`src/common/isp_pkg.sv`:
```
package isp_pkg;

	// ------------------------------------------------------------
	// Register map (byte addresses on APB)
	// ------------------------------------------------------------
	localparam logic [11:0] PRIO_REG0_OFS = 12'h000;
	localparam logic [11:0] PRIO_REG1_OFS = 12'h004;
	localparam logic [11:0] PRIO_REG2_OFS = 12'h008;
	localparam logic [11:0] PRIO_REG3_OFS = 12'h00C;
	localparam logic [11:0] CPU_LEVEL_OFS = 12'h010;
	localparam logic [11:0] ARB_STAT_OFS  = 12'h014;

	// ------------------------------------------------------------
	// Field layout and reset values
	// ------------------------------------------------------------
	localparam int          NUM_REGS      = 4;
	localparam int          NUM_VECTORS   = 14;
	localparam int          TOP_IRQ_VEC   = 0;
	localparam logic [7:0]  PRIO_RESET    = 8'hFF;
	localparam logic [3:0]  REG3_RO_BITS  = 4'hF;
	localparam logic [1:0]  CPU_LVL_RESET = 2'h3;

	// ------------------------------------------------------------
	// Level codes: {high bit, low bit}
	// ------------------------------------------------------------
	localparam logic [1:0]  LVL0_CODE     = 2'h2;
	localparam logic [1:0]  LVL1_CODE     = 2'h1;
	localparam logic [1:0]  LVL2_CODE     = 2'h0;
	localparam logic [1:0]  LVL3_CODE     = 2'h3;

	// APB request carried as one bundle
	typedef struct packed {
		logic        sel;
		logic        enable;
		logic        write;
		logic [11:0] addr;
		logic [31:0] wdata;
	} isp_apb_req_s;

	// Pair of level bits
	typedef struct packed {
		logic hi;
		logic lo;
	} isp_level_s;

endpackage

```
`src/logic/isp_priority_bank.sv`:
```
// Decided for this implementation: the address map and the APB slave port.
`timescale 1ns/10ps
`default_nettype none

module isp_priority_bank #(
	parameter int NVEC = isp_pkg::NUM_VECTORS
) (
	input  wire logic              mclk,
	input  wire logic              rst_n,
	input  wire logic              psel,
	input  wire logic              penable,
	input  wire logic              pwrite,
	input  wire logic [11:0]       paddr,
	input  wire logic [31:0]       pwdata,
	input  wire logic [3:0]        pstrb,
	output logic      [31:0]       prdata,
	output logic                   pready,
	output logic                   pslverr,
	input  wire logic              cpuLevelHighBit,
	input  wire logic              cpuLevelLowBit,
	input  wire logic [NVEC-1:0]   vectorPending,
	input  wire logic              trapReq,
	output logic      [2*NVEC-1:0] vectorLevels,
	output logic      [NVEC-1:0]   vectorEligible,
	output logic                   topIrqTake,
	output logic                   trapTake
);

	// ------------------------------------------------------------
	// Helper functions
	// ------------------------------------------------------------

	// Map a {hi,lo} code to a numeric rank 0..3
	function automatic logic [1:0] levelRank(input logic [1:0] code);
		logic [1:0] r;
		r = 2'h0;
		case (code)
			isp_pkg::LVL0_CODE: r = 2'h0;
			isp_pkg::LVL1_CODE: r = 2'h1;
			isp_pkg::LVL2_CODE: r = 2'h2;
			isp_pkg::LVL3_CODE: r = 2'h3;
			default:            r = 2'h0;
		endcase
		return r;
	endfunction

	// Match a byte offset against the bus address
	function automatic logic addrHit(input logic [11:0] a,
	                                 input logic [11:0] ofs);
		return a == ofs;
	endfunction

	// ------------------------------------------------------------
	// Bus request bundle and decode
	// ------------------------------------------------------------
	isp_pkg::isp_apb_req_s req;
	assign req = '{sel: psel, enable: penable, write: pwrite,
	               addr: paddr, wdata: pwdata};

	wire logic       hitReg0;
	wire logic       hitReg1;
	wire logic       hitReg2;
	wire logic       hitReg3;
	wire logic       hitCpu;
	wire logic       hitStat;
	wire logic       hitAny;
	wire logic       accessPh;
	wire logic       wrStrobe;
	wire logic [1:0] regIdx;
	wire logic       wrPrio;

	// Decode of the register word addresses
	assign hitReg0  = addrHit(req.addr, isp_pkg::PRIO_REG0_OFS);
	assign hitReg1  = addrHit(req.addr, isp_pkg::PRIO_REG1_OFS);
	assign hitReg2  = addrHit(req.addr, isp_pkg::PRIO_REG2_OFS);
	assign hitReg3  = addrHit(req.addr, isp_pkg::PRIO_REG3_OFS);
	assign hitCpu   = addrHit(req.addr, isp_pkg::CPU_LEVEL_OFS);
	assign hitStat  = addrHit(req.addr, isp_pkg::ARB_STAT_OFS);
	assign hitAny   = hitReg0 | hitReg1 | hitReg2 | hitReg3 | hitCpu |
	                  hitStat;
	assign accessPh = req.sel & req.enable;
	assign wrStrobe = accessPh & req.write & hitAny & pstrb[0];
	assign wrPrio   = wrStrobe & (hitReg0 | hitReg1 | hitReg2 | hitReg3);
	assign regIdx   = {hitReg2 | hitReg3, hitReg1 | hitReg3};

	// Zero-wait slave, unmapped addresses answer with an error
	assign pready   = 1'b1;
	assign pslverr  = accessPh & ~hitAny;

	// ------------------------------------------------------------
	// Priority register array
	// ------------------------------------------------------------
	logic [7:0] prioReg_r [isp_pkg::NUM_REGS];
	logic [7:0] prioByte;
	logic [7:0] filtered;

	assign prioByte = prioReg_r[regIdx];

	// Level-0 write filter applied pair by pair
	isp_pair_filter #(
		.PAIRS      (4)
	) uFilter (
		.oldByte    (prioByte),
		.newByte    (req.wdata[7:0]),
		.mergedByte (filtered)
	);

	// Register write; reset loads all ones
	always_ff @(posedge mclk or negedge rst_n) begin
		if (!rst_n) begin
			for (int i = 0; i < isp_pkg::NUM_REGS; i++) begin
				prioReg_r[i] <= isp_pkg::PRIO_RESET;
			end
		end else if (wrPrio) begin
			prioReg_r[regIdx] <= filtered;
		end
	end

	// ------------------------------------------------------------
	// Core level (condition-code mirror)
	// ------------------------------------------------------------
	logic [1:0] cpuLevel;
	assign cpuLevel = {cpuLevelHighBit, cpuLevelLowBit};

	// ------------------------------------------------------------
	// Vector level presentation
	// ------------------------------------------------------------
	wire logic [31:0] flatBank;

	// Fourth register upper nibble always reads ones
	assign flatBank = {isp_pkg::REG3_RO_BITS, prioReg_r[3][3:0],
	                   prioReg_r[2], prioReg_r[1], prioReg_r[0]};

	// Pairs ascend two bits per vector from bit 0 of the first register
	assign vectorLevels = flatBank[2*NVEC-1:0];

	// ------------------------------------------------------------
	// Arbitration qualifiers
	// ------------------------------------------------------------
	logic [NVEC-1:0] eligible;
	logic [1:0]      cpuRank;

	// A maskable vector may interrupt when its level exceeds the core's
	always_comb begin
		cpuRank  = levelRank(cpuLevel);
		eligible = '0;
		for (int v = 0; v < NVEC; v++) begin
			if (v == isp_pkg::TOP_IRQ_VEC) begin
				eligible[v] = vectorPending[v];
			end else if (cpuRank != 2'h3) begin
				eligible[v] = vectorPending[v] &
					(levelRank(vectorLevels[2*v+:2]) > cpuRank);
			end else begin
				eligible[v] = 1'b0;
			end
		end
	end

	assign vectorEligible = eligible;
	assign topIrqTake     = vectorPending[isp_pkg::TOP_IRQ_VEC];
	assign trapTake       = trapReq;

	// ------------------------------------------------------------
	// Read data path
	// ------------------------------------------------------------
	logic [31:0] rdMux;

	// Read multiplexer; unused upper bits read zero
	always_comb begin
		rdMux = 32'h0000_0000;
		if (hitReg0) rdMux = {24'h00_0000, flatBank[7:0]};
		if (hitReg1) rdMux = {24'h00_0000, flatBank[15:8]};
		if (hitReg2) rdMux = {24'h00_0000, flatBank[23:16]};
		if (hitReg3) rdMux = {24'h00_0000, flatBank[31:24]};
		if (hitCpu)  rdMux = {30'h0000_0000, cpuLevel};
		if (hitStat) rdMux = {{(32-NVEC){1'b0}}, eligible};
	end

	// Registered read data, loaded in the setup phase
	logic [31:0] prdata_r;
	always_ff @(posedge mclk or negedge rst_n) begin
		if (!rst_n) begin
			prdata_r <= 32'h0000_0000;
		end else if (req.sel & ~req.enable & ~req.write) begin
			prdata_r <= rdMux;
		end
	end
	assign prdata = prdata_r;

endmodule
`default_nettype wire

```
`src/logic/isp_pair_filter.sv`:
```
`timescale 1ns/10ps
`default_nettype none

// ------------------------------------------------------------
// Per-pair write filter: level-0 code keeps the old pair
// ------------------------------------------------------------
module isp_pair_filter #(
	parameter int PAIRS = 4
) (
	input  wire logic [2*PAIRS-1:0] oldByte,
	input  wire logic [2*PAIRS-1:0] newByte,
	output logic      [2*PAIRS-1:0] mergedByte
);

	// Each pair chooses old contents when the written code is level 0
	genvar g;
	generate
		for (g = 0; g < PAIRS; g++) begin : gPair
			wire logic [1:0] wrPair;
			assign wrPair = newByte[2*g+1:2*g];
			assign mergedByte[2*g+1:2*g] = (wrPair == isp_pkg::LVL0_CODE) ?
				oldByte[2*g+1:2*g] : wrPair;
		end
	endgenerate

endmodule
`default_nettype wire

```
`config.mk`:
```
export PLATFORM = sky130hd
export DESIGN_NAME = isp_priority_bank
export DESIGN_NICKNAME = d
export VERILOG_FILES = /design/src/common/isp_pkg.sv /design/src/logic/isp_priority_bank.sv /design/src/logic/isp_pair_filter.sv
export SDC_FILE = /design/constraint.sdc
export NUM_CORES = 1
export LEC_CHECK = 0
export BUFFER_PORTS_ARGS = -buffer_cell sky130_fd_sc_hd__buf_2
export CORE_ASPECT_RATIO = 0.8
export CORE_MARGIN = 1.5
export CORE_UTILIZATION = 43
export DETAILED_ROUTE_END_ITERATION = 6
export MAX_ROUTING_LAYER = met4
export PLACE_DENSITY = 0.84
export SLEW_MARGIN = 5
export SYNTH_ARGS = -nofsm -noshare
export SYNTH_HDL_FRONTEND = slang
export SYNTH_SLANG_ARGS = --single-unit
export TNS_END_PERCENT = 20
```
`constraint.sdc`:
```
create_clock -name mclk -period 2.23 [get_ports mclk]
set_input_delay 0.446 -clock mclk [delete_from_list [all_inputs] [get_ports mclk]]
set_output_delay 0.446 -clock mclk [all_outputs]
set_load 0.01 [all_outputs]
```
==> metrics.txt, run 1 <==
Clock Sinks=46; crit path time final=2540 ps; die width=114 um; destination of the worst register-to-register timing path=prdata[5]; crit end category=primary output; Clk Tree Root Cell=sky130_fd_sc_hd__clkbuf_16; CP Buf/Inv Count=2; cell with the most instances after synthesis=sky130_fd_sc_hd__ha_1; sum of met3 wire segment lengths after detailed routing=760 um; Floorplan Core Area=0.00965 mm2; port buffer count=99; top fanout value on the critical path=5; number of slew-limit violations in the final report=0; number of global-route vias before repair=4274; placement row count=32; # H-tree levels=2; I/O Pins=148; Clock Pin Slew Worst Setup and Hold Paths=70 ps; warning count from the yosys run=0; Final Setup Violations=13; number of antenna violations at the first check in global routing=0; Routed WL=14600 um; simple-gate share of the synthesized area=13.0%; post-synthesis area per instance=8.65 um2; predominant post-synthesis flop cell=sky130_fd_sc_hd__dfstp_2; estimated wirelength of the detail-placed design=10400 um; Achievable Freq=394 MHz; smallest setup slack after layout=-306 ps; final hold slack=186 ps; clock buffers created by TritonCTS=5; Hold-fix buffers, CTS=0; largest net degree at the start of global routing=30; crit start category=flop; routed length on met2=7370 um; failing checks=setup timing; internal power summed over all cells=1.81 mW; fraction of the mapped netlist area in adder cells=19.9%; Cells after Synth=494; iteration count of the initial detailed-routing pass=5; EDFF count, synth=0; classification of the worst setup path=reg2out; final period utilization=114%; relative max-transition margin=54.2%; fraction of the yosys area taken by sequential cells=27.9%; max-capacitance violation count=0; proportion of netlist area held by the largest area contributor=19.9%; global-route congestion overflow total=0; FF+latch count, synth=46; Die Area=0.0106 mm2; latest clock arrival within the worst-skew pair=290 ps; worst flop-to-flop path startpoint=vectorLevels[11]; power density of the placed cells=391 mW/mm2; multiplexer share of the synthesized area=2.72%; post-synthesis instance area=0.00427 mm2; setup slack of the most critical reg-to-reg path=50 ps; delay of the slowest critical-path stage=610 ps; violation count after the first detailed-routing iteration=249; Layout Area Growth over Synthesis=49.8%; complex-gate fraction of the synthesized area=21.0%; power share of the clock group=40.2%; share of total power consumed by net switching=27.7%; Arr. time, crit path=2090 ps; ranking of synthesized cells by area=sky130_fd_sc_hd__ha_1, sky130_fd_sc_hd__dfstp_2, sky130_fd_sc_hd__buf_4; # nets final=787; clock skew after layout=12.2 ps; combinational power share=25.0%; CTS tree=yes; Hold WC Path Type=in2async; highest signal layer in the routed design=met4; global-route wire length before repair=22500 um; required time of the critical path=1780 ps; path length in cells of the critical path=6; transition at the pin with the smallest max-transition slack=688 ps; library cell contributing the largest single delay on the critical path=sky130_fd_sc_hd__dfstp_2; cell type with the highest aggregate area in the netlist=sky130_fd_sc_hd__ha_1; global-route usage over all layers=28.7%; via count normalized by instance count=5.44; residual DRC count=0; vertical die dimension=92.2 um; Largest delay share family, worst path=flip-flops; effective utilization at floorplan=44.3%; combinational family with the most area after synthesis=compound AO/OA/AOI/OAI gates; number of distinct standard cells referenced by the synthesized netlist=54; ratio of cells with drive above 1 in the final layout=51.1%; number of vias in the routed layout=4279; number of antenna diodes=0; worst r2r path cells=9; fraction of synthesized cell area in xor and xnor cells=0%; FILL cells=756; Max VDD drop=0.280 mV; wire length per cell=18.6 um; cell breakdown of the critical path=inv_1 -> ha_1 -> o21bai_2 -> ha_4 -> a2111oi_4 -> buf_2; list of most frequent post-synthesis cells=sky130_fd_sc_hd__ha_1, sky130_fd_sc_hd__inv_1, sky130_fd_sc_hd__buf_4, sky130_fd_sc_hd__nand2_1, sky130_fd_sc_hd__dfstp_2; final number of hold-violating endpoints=0; wire length the detailed router placed on met1=6160 um; async set or reset register ratio after synthesis=100%; switching pwr=694 uW; run status=finished with violations; maximum clock insertion buffer count=2; sequential share of power=34.8%; Leakage Power=2.82 nW; RSZ-0062 raised after global routing=yes; count of antenna-violating nets left after detailed routing=0; GP Congestion=0.933; post-layout power=2.51 mW
[timing repair]
item,in CTS,in global routing
gates cloned,1,0
pin swaps,29,11
endpoints found under the setup margin,14,15
resized for setup,89,16
setup buffers,20,4
[metrics by stage]
| step | utilization, % | std cells | instance area, um2 | TNS (ps) | setup slack (ps) |
|---|---|---|---|---|---|
| after global routing | 66.4 | 786 | 6400 | -3960 | -353 |
| final | 66.4 | 786 | 6400 | -3140 | -306 |
| after CTS | 65.3 | 782 | 6300 | -3160 | -272 |
| after detailed placement | 54.5 | 753 | 5260 | -7220 | -385 |
| after global placement | 54.5 | 753 | 5260 | -6110 | -347 |
| after floorplan | - | 511 | 4460 | -346 | -105 |
[state kept, by name (all words and copies together) (netlist names)]
register	count
prdata	14
prioReg_r	4
vectorLevels	28
[kinds of logic (layout without fill, tap and decap cells)]
family,count (synthesis),count (layout)
DFF,46,46
and+or+nand+nor,114,115
AOI/OAI and AO/OA,133,133
adders and majority gates,68,68
muxes,9,9
other,2,19
buffers and inverters,122,260
[worst max path at each step]
stage	slack, ps	endpoint	from
finish	-310	vectorEligible[5]	vectorLevels[11]
floorplan	-110	vectorLevels[13]	paddr[9]
CTS	-270	vectorEligible[2]	cpuLevelLowBit
detailed placement	-380	vectorEligible[3]	cpuLevelHighBit
global route	-350	vectorEligible[13]	vectorLevels[27]
global placement	-350	vectorEligible[2]	cpuLevelHighBit
[metal layers]
metal / GRT usage [%] / vias to the layer above
met5: - / -
met4: 7.71 / 0
met3: 4.30 / 32
met2: 49.5 / 180
met1: 35.2 / 2070
li1: - / 1997
[power groups by stage]
stage / Combinational [mW] / Clock (mW) / Sequential (mW)
after floorplan: 0.278 / 0 / 0.891
after global placement: 0.463 / 0 / 0.882
after detailed placement: 0.481 / 0 / 0.884
after CTS: 0.612 / 1.01 / 0.870
after global routing: 0.676 / 1.04 / 0.872
final: 0.627 / 1.01 / 0.871
[worst register-to-register path: stages (launching register included)]
cell and delay [ps]:
sky130_fd_sc_hd__dfstp_2 610, sky130_fd_sc_hd__inv_1 60, sky130_fd_sc_hd__ha_1 210, sky130_fd_sc_hd__o21bai_2 190, sky130_fd_sc_hd__ha_4 240, sky130_fd_sc_hd__a2111oi_4 310, sky130_fd_sc_hd__buf_4 170, sky130_fd_sc_hd__buf_4 90
sky130_fd_sc_hd__nand2_1 60, sky130_fd_sc_hd__a31oi_1 180
[placed cells by master (no fill, tap or decap), types with 12 or more instances in the layout]
cell type | synthesis | routed
sky130_fd_sc_hd__conb_1 | 2 | 19
sky130_fd_sc_hd__inv_1 | 56 | 47
sky130_fd_sc_hd__buf_4 | 50 | 86
sky130_fd_sc_hd__ha_4 | 0 | 37
sky130_fd_sc_hd__dfstp_2 | 32 | 32
sky130_fd_sc_hd__nand2_1 | 44 | 44
sky130_fd_sc_hd__o21ai_0 | 15 | 15
sky130_fd_sc_hd__dfrtp_1 | 14 | 14
sky130_fd_sc_hd__a2111oi_4 | 0 | 12
sky130_fd_sc_hd__nor2_1 | 27 | 27
sky130_fd_sc_hd__a21oi_1 | 28 | 23
sky130_fd_sc_hd__ha_1 | 68 | 26
sky130_fd_sc_hd__buf_2 | 2 | 97
[area by class of cell]
type	instances	area, um2	area share (%)
clock inverter	2	60.1	0.938
multi-input combinational	344	3330	52.0
inverter	56	210	3.28
clock buffer	6	139	2.17
tap	136	170	2.66
sequential	46	1190	18.6
timing repair buffer	196	1300	20.4
Power figures use the tool's default switching activity.
==> run 2, diff against run 1 <==
--- a/config.mk
+++ b/config.mk
@@ -11,7 +11,7 @@
 export CORE_UTILIZATION = 43
 export DETAILED_ROUTE_END_ITERATION = 6
 export MAX_ROUTING_LAYER = met4
-export PLACE_DENSITY = 0.84
+export PLACE_DENSITY = 0.81
 export SLEW_MARGIN = 5
 export SYNTH_ARGS = -nofsm -noshare
 export SYNTH_HDL_FRONTEND = slang
==> constraint.sdc (replaced) <==
create_clock -name mclk -period 2.55 [get_ports mclk]
set_input_delay 0.51 -clock mclk [delete_from_list [all_inputs] [get_ports mclk]]
set_output_delay 0.51 -clock mclk [all_outputs]
set_load 0.01 [all_outputs]
==> metrics.txt, run 2 (same netlist as run 1, synthesis figures left out) <==
run status=finished with violations; failing checks=setup timing; Clock Sinks=46; vertical die dimension=92.2 um; number of antenna violations at the first check in global routing=0; final sum of negative setup slack=-1040 ps; # nets final=787; crit path time final=2680 ps; Final Setup Violations=14; final standard cell area without fillers=0.00603 mm2; most common cell after layout, fill and taps aside=sky130_fd_sc_hd__buf_2; maximum clock insertion buffer count=2; CP Buf/Inv Count=6; crit start category=input port; Largest delay share family, worst path=buffers and inverters; power density of the placed cells=347 mW/mm2; final period utilization=105%; number of slew-limit violations in the final report=0; number of vias in the routed layout=4387; final non-filler cell total=786; via count normalized by instance count=5.58; latest clock arrival within the worst-skew pair=290 ps; delay of the slowest critical-path stage=330 ps; top fanout value on the critical path=7; classification of the worst setup path=in2out; residual DRC count=0; highest-count cells in the layout ignoring fill and taps=sky130_fd_sc_hd__buf_2, sky130_fd_sc_hd__buf_4, sky130_fd_sc_hd__nand2_1, sky130_fd_sc_hd__inv_1, sky130_fd_sc_hd__ha_1; die width=114 um; Leakage Power=2.77 nW; Die Area=0.0106 mm2; max-capacitance violation count=0; I/O Pins=148; iteration count of the initial detailed-routing pass=5; # H-tree levels=2; number of global-route vias before repair=4419; core occupancy in the finished layout=62.5%; smallest setup slack after layout=-129 ps; violation count after the first detailed-routing iteration=363; final number of hold-violating endpoints=0; global-route wire length before repair=22400 um; port buffer count=99; Clk Tree Root Cell=sky130_fd_sc_hd__clkbuf_16; global-route usage over all layers=27.9%; Routed WL=14500 um; estimated wirelength of the detail-placed design=9910 um; relative max-transition margin=62.2%; clock skew after layout=4.19 ps; final hold slack=187 ps; global-route congestion overflow total=0; required time of the critical path=2040 ps; library cell contributing the largest single delay on the critical path=sky130_fd_sc_hd__a2111oi_2; clock buffers created by TritonCTS=5; Max VDD drop=0.215 mV; crit end category=primary output; ratio of cells with drive above 1 in the final layout=47.7%; cell breakdown of the critical path=buf_8 -> inv_4 -> ha_4 -> clkinvlp_4 -> buf_12 -> ha_4 -> a21oi_2 -> a2111oi_2 -> buf_4 -> buf_6; post-place instance area=0.00500 mm2; max FFs per register=28; Clock Pin Slew Worst Setup and Hold Paths=70 ps; transition at the pin with the smallest max-transition slack=566 ps; critical path's most frequent cell=sky130_fd_sc_hd__ha_4; wire length per cell=18.4 um; Achievable Freq=373 MHz; Floorplan Core Area=0.00965 mm2; Post-Place Cells=734; worst r2r path cells=15; number of antenna diodes=0; path length in cells of the critical path=10; Arr. time, crit path=2170 ps; effective utilization at floorplan=44.3%; CTS tree=yes; Hold WC Path Type=in2async; GP Congestion=0.962; Layout Area Growth over Synthesis=41.1%; count of antenna-violating nets left after detailed routing=0; setup slack of the most critical reg-to-reg path=-90 ps; largest net degree at the start of global routing=27; RSZ-0062 raised after global routing=yes; placement row count=32
-- run 2: cell types whose count changed in the layout (fill, tap and decap cells not counted), sizes merged --
cell / delta
bufinv: -1
or2: -1
clkinvlp: +3
clkbuf: -1
buf: +1
inv: -1
-- run 2: area by class of cell --
type	count	area, um2
clock buffers	5	125
clock inverters	3	45.0
fillers	776	3620
inverters	56	216
repair buffers	197	1330
well taps	136	170
flip-flops and latches	46	1190
multi-input cells	343	2960
-- run 2: path summary, 6_finish.rpt --
check / endpoint / startpoint
max: vectorEligible[9] / cpuLevelHighBit
min: prdata[12] / rst_n
max reg2reg: prdata[13] / vectorLevels[26]
min reg2reg: prdata[9] / prdata[9]
max in group asynchronous: vectorLevels[18] / rst_n
min in group mclk: prdata[9] / prdata[9]
-- run 2: routing by layer --
layer  global-route usage [%]  wire length [um]
met5                        -                 0
met4                     8.02               462
met3                     4.96              1220
met2                     44.9              6770
met1                     35.9              6040
-- run 2: what timing repair did --
action	4_1_cts	5_1_grt
buffers inserted	39	5
endpoints found under the setup margin	13	15
pin swaps	24	16
hold buffers	0	0
resized for setup	63	28
-- run 2: through the flow --
step | setup slack, ps | total power, mW
2_1_floorplan | -125 | 0.984
3_3_place_gp | -386 | 1.14
3_5_place_dp | -496 | 1.16
4_1_cts | -98.6 | 2.03
5_1_grt | -196 | 2.17
6_report | -129 | 2.09
-- run 2: power by group --
| part | total (mW) | switching (mW) | internal (mW) | leakage (nW) |
|---|---|---|---|---|
| clock | 0.760 | 0.297 | 0.463 | 0.0760 |
| combinational | 0.573 | 0.304 | 0.269 | 2.18 |
| sequential | 0.761 | 0.0108 | 0.750 | 0.512 |
| total | 2.09 | 0.612 | 1.48 | 2.77 |
==> run 3, diff against run 2 <==
--- a/config.mk
+++ b/config.mk
@@ -15,5 +15,6 @@
 export SLEW_MARGIN = 5
 export SYNTH_ARGS = -nofsm -noshare
 export SYNTH_HDL_FRONTEND = slang
+export SYNTH_HIERARCHICAL = 1
 export SYNTH_SLANG_ARGS = --single-unit
 export TNS_END_PERCENT = 20
==> metrics.txt, run 3 <==
run status=finished with violations; failing checks=setup timing; crit path time final=2630 ps; transition at the pin with the smallest max-transition slack=641 ps; Clock Pin Slew Worst Setup and Hold Paths=70 ps; EDFF count, synth=0; count of antenna-violating nets left after detailed routing=0; final period utilization=103%; classification of the worst setup path=reg2out; GP Congestion=0.940; via count normalized by instance count=5.55; Layout Area Growth over Synthesis=31.8%; Arr. time, crit path=2120 ps; residual DRC count=0; # nets final=699; warning count from the yosys run=6; die width=115 um; async set or reset register ratio after synthesis=100%; violation count after the first detailed-routing iteration=273; setup slack of the most critical reg-to-reg path=240 ps; Cells after Synth=443; fraction of the yosys area taken by sequential cells=27.7%; cell type with the highest aggregate area in the netlist=sky130_fd_sc_hd__ha_1; number of slew-limit violations in the final report=0; global-route usage over all layers=24.4%; latest clock arrival within the worst-skew pair=290 ps; Hold-fix buffers, CTS=0; crit end category=primary output; effective utilization at floorplan=44.4%; most common cell after layout, fill and taps aside=sky130_fd_sc_hd__buf_2; relative max-transition margin=57.2%; number of vias in the routed layout=3872; number of global-route vias before repair=3869; FF+latch count, synth=46; iteration count of the initial detailed-routing pass=7; proportion of netlist area held by the largest area contributor=19.8%; largest net degree at the start of global routing=47; ranking of synthesized cells by area=sky130_fd_sc_hd__ha_1, sky130_fd_sc_hd__dfstp_2, sky130_fd_sc_hd__buf_4; final number of hold-violating endpoints=0; Achievable Freq=380 MHz; CTS tree=yes; clock skew after layout=5.44 ps; core occupancy in the finished layout=58.5%; post-synthesis area per instance=9.71 um2; required time of the critical path=2040 ps; wire length per cell=18.4 um; I/O Pins=148; maximum clock insertion buffer count=2; final standard cell area without fillers=0.00567 mm2; RSZ-0062 raised after global routing=yes; placement row count=32; clock buffers created by TritonCTS=5; post-synthesis instance area=0.00430 mm2; crit start category=flop; Floorplan Core Area=0.00969 mm2; number of distinct standard cells referenced by the synthesized netlist=54; global-route congestion overflow total=0; list of most frequent post-synthesis cells=sky130_fd_sc_hd__ha_1, sky130_fd_sc_hd__buf_4, sky130_fd_sc_hd__inv_1, sky130_fd_sc_hd__dfstp_2, sky130_fd_sc_hd__mux2_2; startpoint of the most critical setup path=vectorLevels[25]; power density of the placed cells=341 mW/mm2; Routed WL=12900 um; max FFs per register=28; Leakage Power=2.66 nW; global-route wire length before repair=19700 um; smallest setup slack after layout=-80.4 ps; # H-tree levels=2; worst flop-to-flop path startpoint=vectorLevels[10]; number of antenna violations at the first check in global routing=0; Clk Tree Root Cell=sky130_fd_sc_hd__clkbuf_16; ratio of cells with drive above 1 in the final layout=53.0%; vertical die dimension=92.5 um; port buffer count=99; Die Area=0.0106 mm2; max-capacitance violation count=0; Hold WC Path Type=in2async; cell with the most instances after synthesis=sky130_fd_sc_hd__ha_1; Clock Sinks=46; estimated wirelength of the detail-placed design=8910 um; Final Setup Violations=8; predominant post-synthesis flop cell=sky130_fd_sc_hd__dfstp_2; highest-count cells in the layout ignoring fill and taps=sky130_fd_sc_hd__buf_2, sky130_fd_sc_hd__buf_4, sky130_fd_sc_hd__ha_1; number of antenna diodes=0; Max VDD drop=0.228 mV; post-place instance area=0.00491 mm2; top fanout value on the critical path=6
## run 3: cell types whose count changed in the layout (fill, tap and decap cells not counted), moves of 7 or more
| cell | change |
|---|---|
| sky130_fd_sc_hd__buf_4 | -38 |
| sky130_fd_sc_hd__a211oi_1 | -8 |
| sky130_fd_sc_hd__nor2_1 | -14 |
| sky130_fd_sc_hd__o2111ai_1 | +7 |
| sky130_fd_sc_hd__nand2_1 | -14 |
| sky130_fd_sc_hd__o21ai_1 | -11 |
| sky130_fd_sc_hd__inv_1 | -11 |
| sky130_fd_sc_hd__nand3_1 | -8 |
| sky130_fd_sc_hd__mux2_2 | +31 |
| sky130_fd_sc_hd__o31ai_1 | -7 |
| sky130_fd_sc_hd__o21ai_0 | -7 |
| sky130_fd_sc_hd__a21oi_1 | -14 |
## run 3: through the flow
step                      power (mW)  cells  setup WS (ps)  setup TNS [ps]  hold WS [ps]
after detailed placement        1.11    665           -355           -2740           481
after global placement          1.09    665           -276           -1710           463
after global routing            2.00    698           -128            -929           218
after floorplan                0.954    460           -127            -224           214
after CTS                       1.91    693          -53.2            -260           214
final                           1.93    698          -80.4            -286           199
## run 3: report_power, final
part	leakage, nW	internal (mW)	switching [mW]
Clock	0.0832	0.444	0.284
Sequential	0.523	0.735	0.00262
Combinational	2.05	0.216	0.250
## run 3: area by class of cell
cell class,count,area (um2)
Fill cell,820,4020
Sequential cell,46,1190
Multi-Input combinational cell,304,2940
Inverter,43,161
Timing Repair Buffer,161,1050
Clock buffer,8,166
Tap cell,136,170
## run 3: timing repair
| item | in CTS | in global routing |
|---|---|---|
| pin swaps | 15 | 14 |
| setup endpoints to repair | 13 | 13 |
| resized for setup | 49 | 21 |
| buffers inserted | 20 | 5 |
## run 3: final timing paths
path,end,cells past startpoint
min,prdata[10],2
max reg2reg,prdata[5],9
max,vectorEligible[12],6
max in group asynchronous,vectorLevels[11],2
min reg2reg,prdata[8],1
min in group mclk,prdata[8],1
## run 3: metal layers
metal  track usage [%]  vias up  wire length (um)
met5                 -        -                 0
met4              8.74        0               317
met3              4.19       32               981
met2              39.8      193              6270
met1              30.6     1886              5290
li1                  -     1761                 -
## run 3: critical path: stages, from the launching register on
cell                        delay, ps
sky130_fd_sc_hd__dfstp_2          610
sky130_fd_sc_hd__inv_1             80
sky130_fd_sc_hd__ha_1             190
sky130_fd_sc_hd__o21bai_1         130
sky130_fd_sc_hd__ha_1             260
sky130_fd_sc_hd__a2111oi_2        370
sky130_fd_sc_hd__buf_2            200
## run 3: logic make-up (layout without fill, tap and decap cells)
family                     count (synthesis)  after routing  share of synthesized area [%]
buffers and inverters                    110            212                           14.1
AOI/OAI and AO/OA                         98             98                           17.9
and+or+nand+nor                           82             82                           10.5
adders and majority gates                 68             68                           19.8
DFF                                       46             46                           27.7
muxes                                     37             37                           9.83
other                                      2             19                          0.175
